<file path="config.mk">
export PLATFORM = sky130hd
export DESIGN_NAME = emd_datapath
export DESIGN_NICKNAME = d
export VERILOG_FILES = /design/src/shared/emd_pkg.sv /design/src/rtl/emd_ecc.sv /design/src/rtl/emd_datapath.sv
export SDC_FILE = /design/constraint.sdc
export NUM_CORES = 1
export LEC_CHECK = 0
export BUFFER_PORTS_ARGS = -buffer_cell sky130_fd_sc_hd__buf_2
export CORE_ASPECT_RATIO = 0.75
export CORE_MARGIN = 2
export CORE_UTILIZATION = 55
export CTS_BUF_LIST = sky130_fd_sc_hd__clkbuf_8
export DETAILED_ROUTE_END_ITERATION = 8
export PLACE_DENSITY = 0.77
export SLEW_MARGIN = 5
export SYNTH_ARGS = -nofsm -noshare
export SYNTH_HDL_FRONTEND = slang
export SYNTH_HIERARCHICAL = 1
export SYNTH_SLANG_ARGS = --single-unit
</file>
<file path="constraint.sdc">
create_clock -name core_clk -period 4.85 [get_ports core_clk]
set_input_delay 0.97 -clock core_clk [delete_from_list [all_inputs] [get_ports core_clk]]
set_output_delay 0.97 -clock core_clk [all_outputs]
set_load 0.02 [all_outputs]
</file>
<file path="src/shared/emd_pkg.sv">
/*
 * Constants, state encoding and check-bit arithmetic for the ECC
 * DRAM module datapath.
 * Assumes a 22-bit byte address bus and a 16-bit data word.
 */
package emd_pkg;
    localparam int ADDR_W = 22;
    localparam int DATA_W = 16;
    localparam int CHK_W  = 6;
    localparam int WORD_W = DATA_W + CHK_W;
    localparam int BANKS  = 8;
    localparam int AA_W   = 8;

    // check pattern of an all-zero word, also the initial fill value
    localparam logic [CHK_W-1:0] INIT_CHECK = 6'h0c;

    // top i/o page is addr[21:13] all ones; register block below it
    localparam logic [8:0] IO_PAGE_HI = 9'h1ff;
    localparam logic [7:0] CSR_MID    = 8'hf8;
    // module spans 64 blocks of 16K bytes
    localparam logic [7:0] MOD_SPAN   = 8'h40;

    // status register layout
    localparam int CSR_UE     = 15;
    localparam int CSR_VSEL   = 12;
    localparam int CSR_MID_LO = 5;
    localparam int CSR_SE     = 4;
    localparam int CSR_DIAGNOSTIC_CYCLE_DECODER   = 2;
    localparam int CSR_NOCORR = 1;
    localparam logic [15:0] CSR_RST = 16'h0000;

    // array address mux sources
    localparam logic [1:0] AMX_ROW     = 2'h0;
    localparam logic [1:0] AMX_COL     = 2'h1;
    localparam logic [1:0] AMX_REF_ROW = 2'h2;
    localparam logic [1:0] AMX_INI_COL = 2'h3;

    // views of the seven middle status bits
    localparam logic [1:0] VIEW_SYN  = 2'h0;
    localparam logic [1:0] VIEW_BLKL = 2'h1;
    localparam logic [1:0] VIEW_BLKH = 2'h2;

    typedef enum logic [3:0] {
        ST_IDLE  = 4'h1,
        ST_SKIP  = 4'h2,
        ST_MEM   = 4'h4,
        ST_REPLY = 4'h8
    } emd_state_t;

    // hamming position of data bit idx (powers of two hold check bits)
    function automatic logic [4:0] emd_pos(input int idx);
        int p;
        int n;
        logic [4:0] r;
        r = 5'h00;
        n = 0;
        for (p = 3; p < 22; p++) begin
            if ((p & (p - 1)) != 0) begin
                if (n == idx) r = p[4:0];
                n++;
            end
        end
        return r;
    endfunction

    function automatic logic [CHK_W-1:0] emd_check(
        input logic [DATA_W-1:0] d);
        logic [CHK_W-1:0] c;
        c = 6'h00;
        for (int i = 0; i < DATA_W; i++) begin
            if (d[i]) c[4:0] = c[4:0] ^ emd_pos(i);
        end
        c[5] = (^d) ^ (^c[4:0]);
        return c ^ INIT_CHECK;
    endfunction

    // byte offset of an address in 16K units from the start switches
    function automatic logic [7:0] emd_offset(input logic [7:0] hi,
                                              input logic [7:0] start);
        return hi - start;
    endfunction
endpackage

</file>
<file path="src/rtl/emd_ecc.sv">
/*
 * Error correction unit: syndrome, single-bit repair, error class.
 * Purely combinational; the caller registers its outputs.
 */
`timescale 1ns/10ps
module emd_ecc
    import emd_pkg::*;
(
    input  logic [DATA_W-1:0] rd_data,
    input  logic [CHK_W-1:0]  rd_check,
    output logic [DATA_W-1:0] fixed_data,
    output logic [CHK_W-1:0]  syndrome,
    output logic              err_single,
    output logic              err_double
);
    always_comb begin
        syndrome   = rd_check ^ emd_check(rd_data);
        // overall parity over the whole stored word, not regenerated bits;
        // otherwise odd-weight positions would look like double errors
        syndrome[5] = (^rd_data) ^ (^rd_check);
        fixed_data = rd_data;
        for (int i = 0; i < DATA_W; i++) begin
            // overall parity odd means a single flip, located by code
            if (syndrome[5] && syndrome[4:0] == emd_pos(i))
                fixed_data[i] = ~rd_data[i];
        end
        err_single = syndrome[5];
        err_double = !syndrome[5] && (syndrome[4:0] != 5'h00);
    end
endmodule // emd_ecc

</file>
<file path="src/rtl/emd_datapath.sv">
/*
 * Address selection and data path of an ECC DRAM memory module.
 * Assumes an external sequencer that issues strobe and capture
 * commands on core_clk, and refresh counters supplying row/column.
 */
`timescale 1ns/10ps
module emd_datapath
    import emd_pkg::*;
(
    input  logic              core_clk,
    input  logic              rstn,
    input  logic [ADDR_W-1:0] bus_addr,
    input  logic [DATA_W-1:0] bus_data_in,
    output logic [DATA_W-1:0] bus_data_out,
    output logic              bus_data_oe,
    input  logic [1:0]        bus_ctl,
    input  logic              bus_msyn,
    output logic              bus_ssyn,
    input  logic [7:0]        sw_start,
    input  logic [3:0]        sw_csr,
    input  logic              seq_ras,
    input  logic              seq_cas,
    input  logic              seq_we,
    input  logic [1:0]        seq_addr_sel,
    input  logic              seq_rd_cap,
    input  logic              seq_done,
    input  logic              init_ref_sel,
    input  logic              init_mode,
    input  logic [AA_W-1:0]   ref_row,
    input  logic [AA_W-1:0]   init_col,
    output logic              cyc_req,
    output logic              cyc_write,
    output logic              cyc_byte,
    output logic              sel_low32,
    output logic              sel_up16,
    output logic              err_single,
    output logic              err_double,
    output logic              diagnostic_cycle_decoder_mode,
    output logic              nocorr_mode,
    output logic              ue_led,
    output logic [BANKS-1:0]  ras_n,
    output logic              cas_n,
    output logic              we_n,
    output logic [AA_W-1:0]   arr_addr,
    input  logic [WORD_W-1:0] arr_dq_in,
    output logic [WORD_W-1:0] arr_dq_out,
    output logic              arr_dq_oe
);
    logic [ADDR_W-1:0] addr_m_q, addr_s_q;
    logic [DATA_W-1:0] din_m_q,  din_s_q;
    logic [1:0]        ctl_m_q,  ctl_s_q;
    logic              msyn_m_q, msyn_s_q, msyn_p_q;
    logic [7:0]        start_m_q, start_s_q;
    logic [3:0]        swcsr_m_q, swcsr_s_q;
    logic [WORD_W-1:0] dq_m_q,   dq_s_q;

    emd_state_t        st_q;
    logic [4:0]        hi_lat_q;
    logic [7:0]        col_lat_q;
    logic [7:0]        row_lat_q;
    logic              a0_q;
    logic [DATA_W-1:0] data_lat_q;
    logic              csr_cyc_q;
    logic [DATA_W-1:0] rd_fix_q, rd_raw_q;
    logic              ue_q, se_q, diagnostic_cycle_decoder_q, nocorr_q;
    logic [1:0]        view_q;
    logic [11:0]       blk_q;
    logic [CHK_W-1:0]  syn_q, diagnostic_cycle_decoder_chk_q;
    logic              ssyn_q, doe_q, req_q, wr_q, byte_q;
    logic              low32_q, up16_q, es_q, ed_q;
    logic [DATA_W-1:0] dout_q;
    logic [BANKS-1:0]  ras_n_q;
    logic              cas_n_q, we_n_q, dq_oe_q;
    logic [AA_W-1:0]   aa_q;
    logic [WORD_W-1:0] dq_out_q;

    logic              msyn_rise, io_page, mod_hit, csr_hit, wr_like;
    logic [7:0]        off_bus, off_lat;
    logic [2:0]        bank;
    logic [DATA_W-1:0] fix_data, wdata, csr_rd;
    logic [CHK_W-1:0]  syndrome, wchk;
    logic              ecc_single, ecc_double;

    // every pin group passes two flops before any decode reads it
    always_ff @(posedge core_clk or negedge rstn) begin
        if (!rstn) begin
            addr_m_q  <= '0;
            addr_s_q  <= '0;
            din_m_q   <= '0;
            din_s_q   <= '0;
            ctl_m_q   <= 2'h0;
            ctl_s_q   <= 2'h0;
            msyn_m_q  <= 1'b0;
            msyn_s_q  <= 1'b0;
            msyn_p_q  <= 1'b0;
            start_m_q <= 8'h00;
            start_s_q <= 8'h00;
            swcsr_m_q <= 4'h0;
            swcsr_s_q <= 4'h0;
            dq_m_q    <= '0;
            dq_s_q    <= '0;
        end else begin
            addr_m_q  <= bus_addr;
            addr_s_q  <= addr_m_q;
            din_m_q   <= bus_data_in;
            din_s_q   <= din_m_q;
            ctl_m_q   <= bus_ctl;
            ctl_s_q   <= ctl_m_q;
            msyn_m_q  <= bus_msyn;
            msyn_s_q  <= msyn_m_q;
            msyn_p_q  <= msyn_s_q;
            start_m_q <= sw_start;
            start_s_q <= start_m_q;
            swcsr_m_q <= sw_csr;
            swcsr_s_q <= swcsr_m_q;
            dq_m_q    <= arr_dq_in;
            dq_s_q    <= dq_m_q;
        end
    end

    assign msyn_rise = msyn_s_q && !msyn_p_q;

    // select decode on the live synchronised address
    always_comb begin
        off_bus = emd_offset(addr_s_q[21:14], start_s_q);
        io_page = addr_s_q[21:13] == IO_PAGE_HI;
        mod_hit = !io_page && (off_bus < MOD_SPAN);
        csr_hit = io_page && addr_s_q[12:5] == CSR_MID
                  && addr_s_q[4:1] == swcsr_s_q;
    end

    // bank and column from the two latches; start may sit off a bank
    always_comb begin
        off_lat = emd_offset({hi_lat_q, col_lat_q[7:5]}, start_s_q);
        bank    = off_lat[5:3];
    end

    emd_ecc u_ecc (
        .rd_data    (dq_s_q[DATA_W-1:0]),
        .rd_check   (dq_s_q[WORD_W-1:DATA_W]),
        .fixed_data (fix_data),
        .syndrome   (syndrome),
        .err_single (ecc_single),
        .err_double (ecc_double)
    );

    // byte writes merge into the corrected word read earlier
    always_comb begin
        if (init_mode) wdata = 16'h0000;
        else if (!byte_q) wdata = data_lat_q;
        else if (a0_q) wdata = {data_lat_q[15:8], rd_fix_q[7:0]};
        else wdata = {rd_fix_q[15:8], data_lat_q[7:0]};
        if (init_mode) wchk = INIT_CHECK;
        else if (diagnostic_cycle_decoder_q) wchk = diagnostic_cycle_decoder_chk_q;
        else wchk = emd_check(wdata);
        wr_like = wr_q || init_mode;
    end

    always_comb begin
        csr_rd = CSR_RST;
        csr_rd[CSR_UE] = ue_q;
        csr_rd[CSR_VSEL+1:CSR_VSEL] = view_q;
        csr_rd[CSR_SE] = se_q;
        csr_rd[CSR_DIAGNOSTIC_CYCLE_DECODER] = diagnostic_cycle_decoder_q;
        csr_rd[CSR_NOCORR] = nocorr_q;
        // diagnostic view wins so software sees what it loaded
        if (diagnostic_cycle_decoder_q)
            csr_rd[11:5] = {1'b0, diagnostic_cycle_decoder_chk_q};
        else if (view_q == VIEW_BLKL)
            csr_rd[11:5] = blk_q[6:0];
        else if (view_q == VIEW_BLKH)
            csr_rd[11:5] = {2'b00, blk_q[11:7]};
        else
            csr_rd[11:5] = {1'b0, syn_q};
    end

    // bus handshake; unselected cycles are watched but never answered
    always_ff @(posedge core_clk or negedge rstn) begin
        if (!rstn) begin
            st_q    <= ST_IDLE;
            ssyn_q  <= 1'b0;
            doe_q   <= 1'b0;
            dout_q  <= 16'h0000;
            req_q   <= 1'b0;
        end else begin
            req_q <= 1'b0;
            unique case (st_q)
                ST_IDLE: if (msyn_rise) begin
                    if (csr_hit) begin
                        st_q   <= ST_REPLY;
                        ssyn_q <= 1'b1;
                        doe_q  <= !ctl_s_q[1];
                        dout_q <= csr_rd;
                    end else if (mod_hit) begin
                        st_q  <= ST_MEM;
                        req_q <= 1'b1;
                    end else begin
                        st_q <= ST_SKIP;
                    end
                end
                ST_SKIP: if (!msyn_s_q) st_q <= ST_IDLE;
                ST_MEM: if (seq_done) begin
                    st_q   <= ST_REPLY;
                    ssyn_q <= 1'b1;
                    doe_q  <= !wr_q;
                    dout_q <= nocorr_q ? rd_raw_q : rd_fix_q;
                end
                ST_REPLY: if (!msyn_s_q) begin
                    st_q   <= ST_IDLE;
                    ssyn_q <= 1'b0;
                    doe_q  <= 1'b0;
                end
            endcase
        end
    end

    // address and data latches load once per cycle start
    always_ff @(posedge core_clk or negedge rstn) begin
        if (!rstn) begin
            hi_lat_q   <= 5'h00;
            col_lat_q  <= 8'h00;
            row_lat_q  <= 8'h00;
            a0_q       <= 1'b0;
            data_lat_q <= 16'h0000;
            csr_cyc_q  <= 1'b0;
            wr_q       <= 1'b0;
            byte_q     <= 1'b0;
            low32_q    <= 1'b0;
            up16_q     <= 1'b0;
        end else if (st_q == ST_IDLE && msyn_rise) begin
            hi_lat_q   <= addr_s_q[21:17];
            col_lat_q  <= addr_s_q[16:9];
            row_lat_q  <= addr_s_q[8:1];
            a0_q       <= addr_s_q[0];
            data_lat_q <= din_s_q;
            csr_cyc_q  <= csr_hit;
            wr_q       <= ctl_s_q[1];
            byte_q     <= ctl_s_q == 2'h3;
            low32_q    <= mod_hit && off_bus[7:1] == 7'h00;
            up16_q     <= off_bus[0];
        end
    end

    // array strobes; one clock of skew keeps we ahead of cas
    always_ff @(posedge core_clk or negedge rstn) begin
        if (!rstn) begin
            ras_n_q  <= 8'hff;
            cas_n_q  <= 1'b1;
            we_n_q   <= 1'b1;
            aa_q     <= 8'h00;
            dq_out_q <= '0;
            dq_oe_q  <= 1'b0;
        end else begin
            if (!seq_ras) ras_n_q <= 8'hff;
            else if (init_ref_sel) ras_n_q <= 8'h00;
            else ras_n_q <= ~(8'h01 << bank);
            we_n_q  <= !(seq_we && wr_like);
            cas_n_q <= !(seq_cas && (!wr_like || !we_n_q));
            unique case (seq_addr_sel)
                AMX_ROW:     aa_q <= row_lat_q;
                AMX_COL:     aa_q <= {off_lat[2:0], col_lat_q[4:0]};
                AMX_REF_ROW: aa_q <= ref_row;
                AMX_INI_COL: aa_q <= init_col;
            endcase
            dq_out_q <= {wchk, wdata};
            dq_oe_q  <= seq_we && wr_like;
        end
    end

    // read capture, error class to the sequencer
    always_ff @(posedge core_clk or negedge rstn) begin
        if (!rstn) begin
            rd_fix_q <= 16'h0000;
            rd_raw_q <= 16'h0000;
            es_q     <= 1'b0;
            ed_q     <= 1'b0;
        end else if (req_q) begin
            es_q <= 1'b0;
            ed_q <= 1'b0;
        end else if (seq_rd_cap) begin
            rd_fix_q <= fix_data;
            rd_raw_q <= dq_s_q[DATA_W-1:0];
            es_q     <= ecc_single;
            ed_q     <= ecc_double;
        end
    end

    // status register; hardware sets override a same-cycle clear
    always_ff @(posedge core_clk or negedge rstn) begin
        if (!rstn) begin
            ue_q       <= 1'b0;
            se_q       <= 1'b0;
            diagnostic_cycle_decoder_q     <= 1'b0;
            nocorr_q   <= 1'b0;
            view_q     <= VIEW_SYN;
            blk_q      <= 12'h000;
            syn_q      <= 6'h00;
            diagnostic_cycle_decoder_chk_q <= 6'h00;
        end else begin
            if (st_q == ST_IDLE && msyn_rise && csr_hit
                && ctl_s_q[1]) begin
                ue_q     <= ue_q && din_s_q[CSR_UE];
                se_q     <= se_q && din_s_q[CSR_SE];
                diagnostic_cycle_decoder_q   <= din_s_q[CSR_DIAGNOSTIC_CYCLE_DECODER];
                nocorr_q <= din_s_q[CSR_NOCORR];
                view_q   <= din_s_q[CSR_VSEL+1:CSR_VSEL];
                if (din_s_q[CSR_DIAGNOSTIC_CYCLE_DECODER])
                    diagnostic_cycle_decoder_chk_q <= din_s_q[10:5];
            end
            // a logged double error locks the log until cleared
            if (seq_rd_cap && !diagnostic_cycle_decoder_q && !ue_q
                && (ecc_single || ecc_double)) begin
                blk_q <= {hi_lat_q, col_lat_q[7:1]};
                syn_q <= syndrome;
                if (ecc_single) se_q <= 1'b1;
                if (ecc_double) ue_q <= 1'b1;
            end
        end
    end

    assign bus_data_out = dout_q;
    assign bus_data_oe  = doe_q;
    assign bus_ssyn     = ssyn_q;
    assign cyc_req      = req_q;
    assign cyc_write    = wr_q;
    assign cyc_byte     = byte_q;
    assign sel_low32    = low32_q;
    assign sel_up16     = up16_q;
    assign err_single   = es_q;
    assign err_double   = ed_q;
    assign diagnostic_cycle_decoder_mode    = diagnostic_cycle_decoder_q;
    assign nocorr_mode  = nocorr_q;
    assign ue_led       = ue_q;
    assign ras_n        = ras_n_q;
    assign cas_n        = cas_n_q;
    assign we_n         = we_n_q;
    assign arr_addr     = aa_q;
    assign arr_dq_out   = dq_out_q;
    assign arr_dq_oe    = dq_oe_q;
endmodule // emd_datapath

</file>
After elaboration in Yosys (flattened, before gate mapping). Cells that the tools add are included.

Bits in latches: 0. Memories kept: 0. Output and inout port bits: 69. Word-level logic and storage cells: 2753. Input bits: 102. Register bits after elaboration: 321. Memory bits (read-only): 0. RAM bits: 0.

Equality and inequality tests: 484. Multiply operators: 0. Bitwise operators: 53. Order comparisons: 1. Shifts and indexed selects: 1. Reduce and logical (&&, ||, !) cells: 92. Muxes and demuxes: 1625. Add/sub/neg operators: 450. Div/mod/pow operators: 0.

Operators by type and width (count): two-way mux 32 bit (960); adder 32 x 2 -> 32 bit, second input constant (448); == test 32 x 5 -> 1 bit, second input constant (240); == test 32 x 4 -> 1 bit, second input constant (120); two-way mux 5 bit (530); == test 32 x 3 -> 1 bit, second input constant (60); == test 32 x 2 -> 1 bit, second input constant (30); logical NOT 32 bit (30); XOR 5 bit (31); two-way mux 3 bit (46); two-way mux 4 bit (33); two-way mux 16 bit (7); two-way mux 1 bit (37); == test 5 x 4 -> 1 bit, second input constant (7); logical AND 1 bit (32); one-hot mux 16 bit (2 select lines) (1); one-hot mux 8 bit (4 select lines) (1); XOR reduction 16 bit (2); == test 5 bit, second input constant (5); two-way mux 6 bit (3); inverter 1 bit (17); two-way mux 8 bit (2); == test 5 x 3 -> 1 bit, second input constant (3); two-way mux 7 bit (2); other kinds (34) (59).

Logic depth before layout (Yosys ltp). Gate-level depths: netlist of the first run.

Word-level depth: 131. Gate-level depth with buffers: 11.

Hierarchy. Netlist of the first run, hierarchy kept.

Modules (own cells, without submodules): emd_datapath (area each 11898.9 um^2, seq. area each 8046.5 um^2, cells an instance 909, times used 1); emd_ecc (area each 790.8 um^2, seq. area each 0.0 um^2, cells an instance 86, times used 1).

Worst setup path after synthesis of the first run. No wires, ideal clock.

Path type: register -> register. From: register dq_s_q[10]. To: register blk_q[10]. Library setup time: 125 ps. Clock period less this slack: 3230 ps. Buffers on the path: 3. Slack: 1620 ps. Stages on the path, launching flop included: 11. Required time: 4725 ps. Arrival: 3105 ps. Cells stage by stage: dfrtp_1 -> xor2_1 -> xnor2_2 -> xnor3_1 -> xnor2_4 -> buf_4 -> a31oi_1 -> o21a_1 -> clkbuf_1 -> clkbuf_1 -> mux2_2.

RTL lines: from (decl) (RTL line emd_datapath.sv:55) `logic [WORD_W-1:0] dq_m_q, dq_s_q;`; from (signal assigned) (RTL line emd_datapath.sv:117) `dq_s_q <= dq_m_q;`; XOR reduction 16 bit; XOR 1 bit (RTL line emd_ecc.sv:20) `syndrome[5] = (^rd_data) ^ (^rd_check);`; named net ecc_single (RTL line emd_datapath.sv:82) `logic ecc_single, ecc_double;`; logical NOT 1 bit (RTL line emd_ecc.sv:28) `err_double = !syndrome[5] && (syndrome[4:0] != 5'h00);`; logical AND 1 bit (RTL line emd_ecc.sv:28); named net ecc_double (RTL line emd_datapath.sv:82); logical OR 1 bit (RTL line emd_datapath.sv:312) `&& (ecc_single || ecc_double)) begin`; logical AND 1 bit (RTL line emd_datapath.sv:312); to (signal assigned) (RTL line emd_datapath.sv:313) `blk_q <= {hi_lat_q, col_lat_q[7:1]};`; to (decl) (RTL line emd_datapath.sv:67) `logic [11:0] blk_q;`.

The timed path passes the listed nets, and every way through them passes these cells. A chain may end at the register's enable or synchronous reset.

Worst setup path after layout of the first run.
From: register dq_s_q[10]. To: register syn_q[4].

RTL lines: XOR reduction 16 bit; XOR 1 bit (RTL line emd_ecc.sv:20); named net ecc_single (RTL line emd_datapath.sv:82); logical NOT 1 bit (RTL line emd_ecc.sv:28); logical AND 1 bit (RTL line emd_ecc.sv:28); named net ecc_double (RTL line emd_datapath.sv:82); logical OR 1 bit (RTL line emd_datapath.sv:312); logical AND 1 bit (RTL line emd_datapath.sv:312); to (signal assigned) (RTL line emd_datapath.sv:314) `syn_q <= syndrome;`; to (decl) (RTL line emd_datapath.sv:68) `logic [CHK_W-1:0] syn_q, diagnostic_cycle_decoder_chk_q;`.

The timed path passes the listed nets, and every way through them passes these cells.

==> results of run 1 <==
state kept, by name, summed over array words and instances (netlist names), 12 cells and up:
name,count
addr_m_q,22
blk_q,12
din_s_q,16
rd_raw_q,16
addr_s_q,22
data_lat_q,16
rd_fix_q,16
dq_m_q,22
bus_data_out,16
dq_s_q,22
din_m_q,16
arr_dq_out,22
worst paths after layout:
path                            startpoint           end  depth (start not counted)
min in group asynchronous             rstn    din_m_q[5]                          1
worst min-delay path            din_m_q[3]    din_s_q[3]                          0
worst max register to register  dq_s_q[10]      syn_q[4]                          7
worst max-delay path            dq_s_q[10]      syn_q[4]                          7
worst min register to register  din_m_q[3]    din_s_q[3]                          0
max in group asynchronous             rstn  addr_s_q[11]                          2
layer usage:
layer / share of wire [%] / wire (um) / vias up
li1: - / - / 3724
met1: 47 / 13070 / 3977
met2: 44 / 12040 / 308
met3: 7.4 / 2037 / 39
met4: 1.8 / 511 / 0
met5: 0 / 0 / -
placed cells by master, fill, tap and decap left out, types with 15 or more instances in the layout:
| master | instances |
|---|---|
| a211oi_1 | 17 |
| a21oi_1 | 24 |
| buf_2 | 169 |
| clkbuf_8 | 57 |
| dfrtp_1 | 310 |
| inv_1 | 39 |
| mux2_2 | 59 |
| mux2i_1 | 32 |
| nand2_1 | 174 |
| nand3_1 | 16 |
| nor2_1 | 40 |
| o21ai_0 | 27 |
| xnor2_1 | 55 |
| xor2_1 | 15 |
power groups by stage:
stage | Sequential [mW] | Clock [mW] | Combinational [mW]
floorplan | 3.63 | 0 | 1.63
global placement | 3.55 | 0 | 2.35
detailed placement | 3.56 | 0 | 2.41
CTS | 3.52 | 2.25 | 2.43
global route | 3.57 | 2.38 | 2.67
finish | 3.52 | 2.21 | 2.43
cell type report:
| class | instances | area [sq um] | area share, % |
|---|---|---|---|
| Sequential cell | 321 | 8046 | 54.33 |
| Multi-Input combinational cell | 609 | 4385 | 29.61 |
| Timing Repair Buffer | 180 | 935.9 | 6.319 |
| Clock buffer | 57 | 784.5 | 5.297 |
| Tap cell | 300 | 375.4 | 2.534 |
| Clock inverter | 28 | 201.4 | 1.360 |
| Inverter | 22 | 82.58 | 0.5575 |
logic make-up (layout without fill, tap and decap cells):
group | Yosys count | in the layout | synth area share, %
AOI/OAI and AO/OA | 118 | 118 | 5.877
xor gates and xnor gates | 87 | 87 | 7.651
and+or+nand+nor | 291 | 291 | 10.29
adders and majority gates | 14 | 14 | 1.499
muxes | 99 | 99 | 9.180
DFF | 321 | 321 | 63.41
buffers and inverters | 65 | 287 | 2.090
per-stage QoR:
stage          util [%]  hold WS [ps]  instances
2_1_floorplan         -         331.2        995
3_3_place_gp      60.58         333.0       1432
3_5_place_dp      60.58         334.7       1432
4_1_cts           64.90         343.6       1517
5_1_grt           64.90         347.1       1517
6_report          64.90         342.8       1517
==> flow_summary_export.csv, run 1 <==
group,metric,value,unit
logic_synthesis,synth_edf_count,0,
setup_path,path_cells,"xor2_1, xnor2_2, xnor3_1, xnor2_4, a31oi_1, o21a_1, mux2_2",
setup_path,cp_data_arrival_time,3820,ps
logic_synthesis,synth-seq-cells,321,
logic_synthesis,synth_area_leader_cell,"dfrtp_1",
status,run_status,"complete, no violations",
routing,drc,0,
routing,viasPerCell,5.305,
clock_network,htree_levels,2,
logic_synthesis,synth_fp_nets,1111,
clock_network,cts_resized,0,
floorplan,dieArea,24320,sq um
sta,setup_viol,0,
logic_synthesis,synth_top_area_share,61.13,%
global_route,grt_pass1_vias,8044,
sta,relSlewSlack,30.48,%
power_and_ir_drop,peakVddDrop,0.0002767,V
sta,hold_violations,0,
sta,setup_ws,1462,ps
logic_synthesis,synth-seq-area-share,63.41,%
setup_path,slowest_stage,"o21a_1",
logic_synthesis,synth_common_cells,"dfrtp_1, nand2_1, mux2_2, xnor2_1, nor2_1",
floorplan,io_pins,171,
setup_path,critPathTopFamily,"XOR/XNOR gates",
finish,drive_gt1_share,27.77,%
floorplan,initial_core_util,55.60,%
clock_network,clock-root-buffer,"clkbuf_8",
clock_network,post_cts_buffers,0,
sta,clock_skew,24.90,ps
sta,finalCriticalPeriod,3388,ps
routing,via_count,8048,
placed_design,dp_hpwl,19930,um
global_route,grtUsageMet2,34.23,%
floorplan,die_w,179.4,um
placed_design,dpl-instance-area,13830,sq um
clock_network,cts_tree,"built",
global_route,use_met1,37.35,%
setup_path,crit_fanout,21,
placed_design,gp_congestion,0.8838,
logic_synthesis,synthCells,995,
setup_path,cpPeakStageDelay,720,ps
logic_synthesis,yosysWarnings,6,
setup_path,crit_buf_inv,0,
clock_network,ctsHoldBuffers,0,
min_path,min_path_type,"flip-flop to flip-flop",
floorplan,placementRows,48,
global_route,grt.busiest_layer,"met1",
clock_network,numCtsBuffers,46,
power_and_ir_drop,powerDensity,550.8,nW/um^2
sta,timing.fmax,0.2952,GHz
power_and_ir_drop,p_sw,2.719,mW
logic_synthesis,postSynthAreaPerCell,12.75,sq um
sta,rsz0062_at_grt,"no",
routing,routed_wl,27660,um
global_route,antenna_found_initial,0,
sta,period_share,69.85,%
logic_synthesis,netlist_top_cells_area,"dfrtp_1, mux2_2, nand2_1",
global_route,grt_use_met3,4.545,%
placed_design,port_buffers,170,
global_route,grt_max_degree,105,
power_and_ir_drop,p_total,8.158,mW
job,max_cap_violations,0,
floorplan,fp.dieH,135.5,um
placed_design,place_ws,1508,ps
power_and_ir_drop,swShare,33.33,%
global_route,grt_overflow_total,0,
logic_synthesis,synth_cell_type_count,61,
clock_network,clockBufferDepth,3,
routing,post_drt_wl_per_cell,18.23,um
sta,worst_pin_slew,1043,ps
logic_synthesis,ys.flop_type,"dfrtp_1",
power_and_ir_drop,p_int,5.439,mW
setup_path,start_kind,"flip-flop",
logic_synthesis,yosysMostFrequentCell,"dfrtp_1",
logic_synthesis,syn_area,12690,sq um
finish,fill_cells,1714,
clock_network,clkTransAtPathRegs,60,ps
global_route,groute.usage.overall,23.84,%
sta,setup_tns,0,ps
finish,fin_area,14810,sq um
power_and_ir_drop,seqPwrFrac,43.2,%
logic_synthesis,synthArstFlopShare,100.0,%
sta,maxSlewViolCount,0,
routing,ant_nets,0,
routing,first_pass_iters,6,
power_and_ir_drop,p_comb_share,29.7,%
finish,diodes,0,
routing,drt_iter0_drc,602,
clock_network,cts_sinks,321,
setup_path,critPathCaptureType,"flip-flop",
floorplan,coreArea,22820,sq um
finish,finish.net_count,1296,
global_route,grt_pass1_wl,43950,um
setup_path,required,5280,ps
clock_network,clock_latency,560,ps
setup_path,r2r_slack,1460,ps
power_and_ir_drop,clkPwrFrac,27.1,%
setup_path,path_class,"flip-flop to flip-flop",
power_and_ir_drop,p_leak,7.154,nW
finish,syn_to_final_growth,16.72,%
(Power assumes the default switching activity.)
==> run 2, diff against run 1 <==
Settings changed: ABC_AREA set to 1, CORE_UTILIZATION 55 to 54, PLACE_DENSITY 0.77 to 0.78.
Clock period 4.85 ns to 2.9 ns, I/O delays scaled along.
==> flow_summary_export.csv, run 2 <==
group,metric,value,unit
clock_network,numCtsBuffers,48,
routing,viasPerCell,5.248,
power_and_ir_drop,clkPwrFrac,24.8,%
power_and_ir_drop,p_comb_share,35.6,%
min_path,min_delay_path_depth,1,
power_and_ir_drop,swShare,39.41,%
routing,post_drt_wl_per_cell,16.37,um
setup_path,critPathCaptureType,"flip-flop",
logic_synthesis,synthArstFlopShare,100.0,%
finish,syn_to_final_growth,16.04,%
logic_synthesis,synth.area.mux_share,1.851,%
clock_network,htree_levels,2,
logic_synthesis,synth_top_area_share,55.43,%
sta,relSlewSlack,59.71,%
routing,top_layer_used,"met4",
setup_path,cpPeakStageDelay,510,ps
setup_path,crit_buf_inv,1,
logic_synthesis,yosysMostFrequentCell,"nand2_1",
logic_synthesis,yosys.area_share.simple,24.46,%
placed_design,dpl-instance-area,15220,sq um
clock_network,clockBufferDepth,3,
floorplan,die_w,189.9,um
sta,maxSlewViolCount,0,
sta,timing.fmax,0.3639,GHz
floorplan,dieArea,27240,sq um
setup_path,cpMostUsedCell,"nand2_1",
logic_synthesis,synth_cell_type_count,46,
routing,drc,0,
setup_path,cp_data_arrival_time,3200,ps
setup_path,required,3360,ps
routing,ant_nets,0,
setup_path,path_depth,11,
sta,setup_viol,0,
logic_synthesis,yosysWarnings,6,
routing,wirelength_met1,15730,um
finish,finish.net_count,1873,
logic_synthesis,synth_compound_area_share,6.544,%
floorplan,coreArea,25210,sq um
routing,routed_wl,34860,um
logic_synthesis,synthAdderAreaFrac,1.359,%
logic_synthesis,synthCells,1561,
power_and_ir_drop,p_sw,5.941,mW
logic_synthesis,synthXorXnorAreaFrac,1.931,%
floorplan,initial_core_util,55.51,%
global_route,grt_pass1_wl,55460,um
routing,dr_wl_met2,14780,um
clock_network,cts_sinks,321,
sta,finalCriticalPeriod,2748,ps
sta,rsz0062_at_grt,"no",
setup_path,slowest_stage,"dfrtp_2",
sta,setup_tns,0,ps
clock_network,clock_latency,600,ps
min_path,min_path_type,"input port to flip-flop",
global_route,antenna_found_initial,0,
finish,final_common_cell,"nand2_1",
routing,met3_length,3571,um
placed_design,dp_hpwl,25970,um
logic_synthesis,synth-seq-cells,321,
sta,hold_violations,0,
logic_synthesis,synth_fp_nets,1677,
placed_design,gp_congestion,0.9610,
clock_network,clock-root-buffer,"clkbuf_8",
setup_path,path_cells,"xor2_1, nand2_1, nand3_1, nand2_1, nand2_2, nand3_2, nor2_1, a21oi_1, o211ai_1, buf_6, mux2_2",
logic_synthesis,synth-seq-area-share,57.49,%
setup_path,rr_worst_depth,11,
sta,worst_pin_slew,602.2,ps
placed_design,port_buffers,170,
global_route,grt_max_degree,89,
logic_synthesis,postSynthAreaPerCell,8.966,sq um
sta,period_share,94.76,%
global_route,grt_overflow_total,0,
global_route,groute.usage.overall,26.34,%
power_and_ir_drop,powerDensity,928.2,nW/um^2
logic_synthesis,syn_area,14000,sq um
finish,drive_gt1_share,20.60,%
floorplan,io_pins,171,
setup_path,path_class,"flip-flop to flip-flop",
power_and_ir_drop,seqPwrFrac,39.6,%
logic_synthesis,synth_top_family_by_area,"simple AND/OR/NAND/NOR gates",
finish,diodes,0,
sta,clock_skew,32.56,ps
power_and_ir_drop,peakVddDrop,0.0005241,V
floorplan,fp.dieH,143.4,um
setup_path,critPathTopFamily,"simple AND/OR/NAND/NOR gates",
logic_synthesis,netlist_top_cells_area,"dfrtp_1, nand2_1, inv_1",
finish,fin_area,16240,sq um
logic_synthesis,synth_common_cells,"nand2_1, dfrtp_1, inv_1, o21ai_0, nand3_1",
global_route,grt_pass1_vias,10530,
job,max_cap_violations,0,
power_and_ir_drop,p_leak,8.528,nW
routing,via_count,11170,
floorplan,placementRows,50,
logic_synthesis,synth_area_leader_cell,"dfrtp_1",
clock_network,cts_tree,"built",
logic_synthesis,synth_edf_count,0,
setup_path,crit_fanout,20,
routing,drt_iter0_drc,999,
routing,first_pass_iters,5,
status,run_status,"complete, no violations",
clock_network,clkTransAtPathRegs,60,ps
setup_path,start_kind,"flip-flop",
logic_synthesis,ys.flop_type,"dfrtp_1",
finish,final_cell_mix,"nand2_1, dfrtp_1, buf_2",
power_and_ir_drop,p_int,9.134,mW
-- run 2: repair_timing --
item,in CTS,in global routing
buffers inserted,0,0
hold endpoints to repair,52,0
hold buffers,1,0
endpoints found under the setup margin,0,9
gates resized for setup,0,7
-- run 2: power groups by stage --
stage          registers, mW  clock network, mW  logic, mW
3_5_place_dp            6.02                  0       5.29
6_report                5.96               3.74       5.37
5_1_grt                 6.06               4.04       6.02
4_1_cts                 5.95               3.82       5.33
3_3_place_gp            5.99                  0       5.15
2_1_floorplan           6.26                  0       3.44
-- run 2: stage by stage --
step / setup WS [ps] / power (mW) / util (%) / hold WS, ps / std cells
floorplan: 311.1 / 9.693 / - / 284.4 / 1561
global placement: 204.2 / 11.14 / 60.35 / 331.7 / 2044
detailed placement: 194.0 / 11.31 / 60.35 / 334.7 / 2044
CTS: 178.7 / 15.09 / 64.34 / 58.22 / 2129
global route: 2.173 / 16.12 / 64.42 / 60.11 / 2129
finish: 151.9 / 15.08 / 64.42 / 85.59 / 2129
-- run 2: layout make-up --
cell class | instances | area [sq um]
fill | 2068 | 8971
sequential | 321 | 8051
timing repair buffer | 191 | 1079
clock inverter | 24 | 168.9
tap | 338 | 422.9
inverter | 167 | 626.9
multi-input combinational | 1028 | 5066
clock buffer | 60 | 825.8
-- run 2: cells by family (layout without fill, tap and decap cells) --
group           count (synthesis)  in the layout
mux                            23             23
xor+xnor                       30             30
buf+inv                       212            442
flops                         321            321
simple gates                  793            793
fa+ha+maj                      14             14
compound gates                168            168
-- run 2: final timing paths --
path | from | end | slack [ps]
max in group asynchronous | rstn | cas_n | 1480
max | dq_s_q[8] | blk_q[10] | 150
max reg2reg | dq_s_q[8] | blk_q[10] | 150
min reg2reg | din_m_q[1] | din_s_q[1] | 340
min in group asynchronous | rstn | din_m_q[8] | 540
min | bus_addr[18] | addr_m_q[18] | 90
-- run 2: per-layer routing --
| layer | vias to the layer above | GRT usage [%] |
|---|---|---|
| li1 | 5323 | - |
| met1 | 5247 | 39.04 |
| met2 | 529 | 38.46 |
| met3 | 73 | 6.886 |
| met4 | 0 | 7.385 |
| met5 | - | 0 |
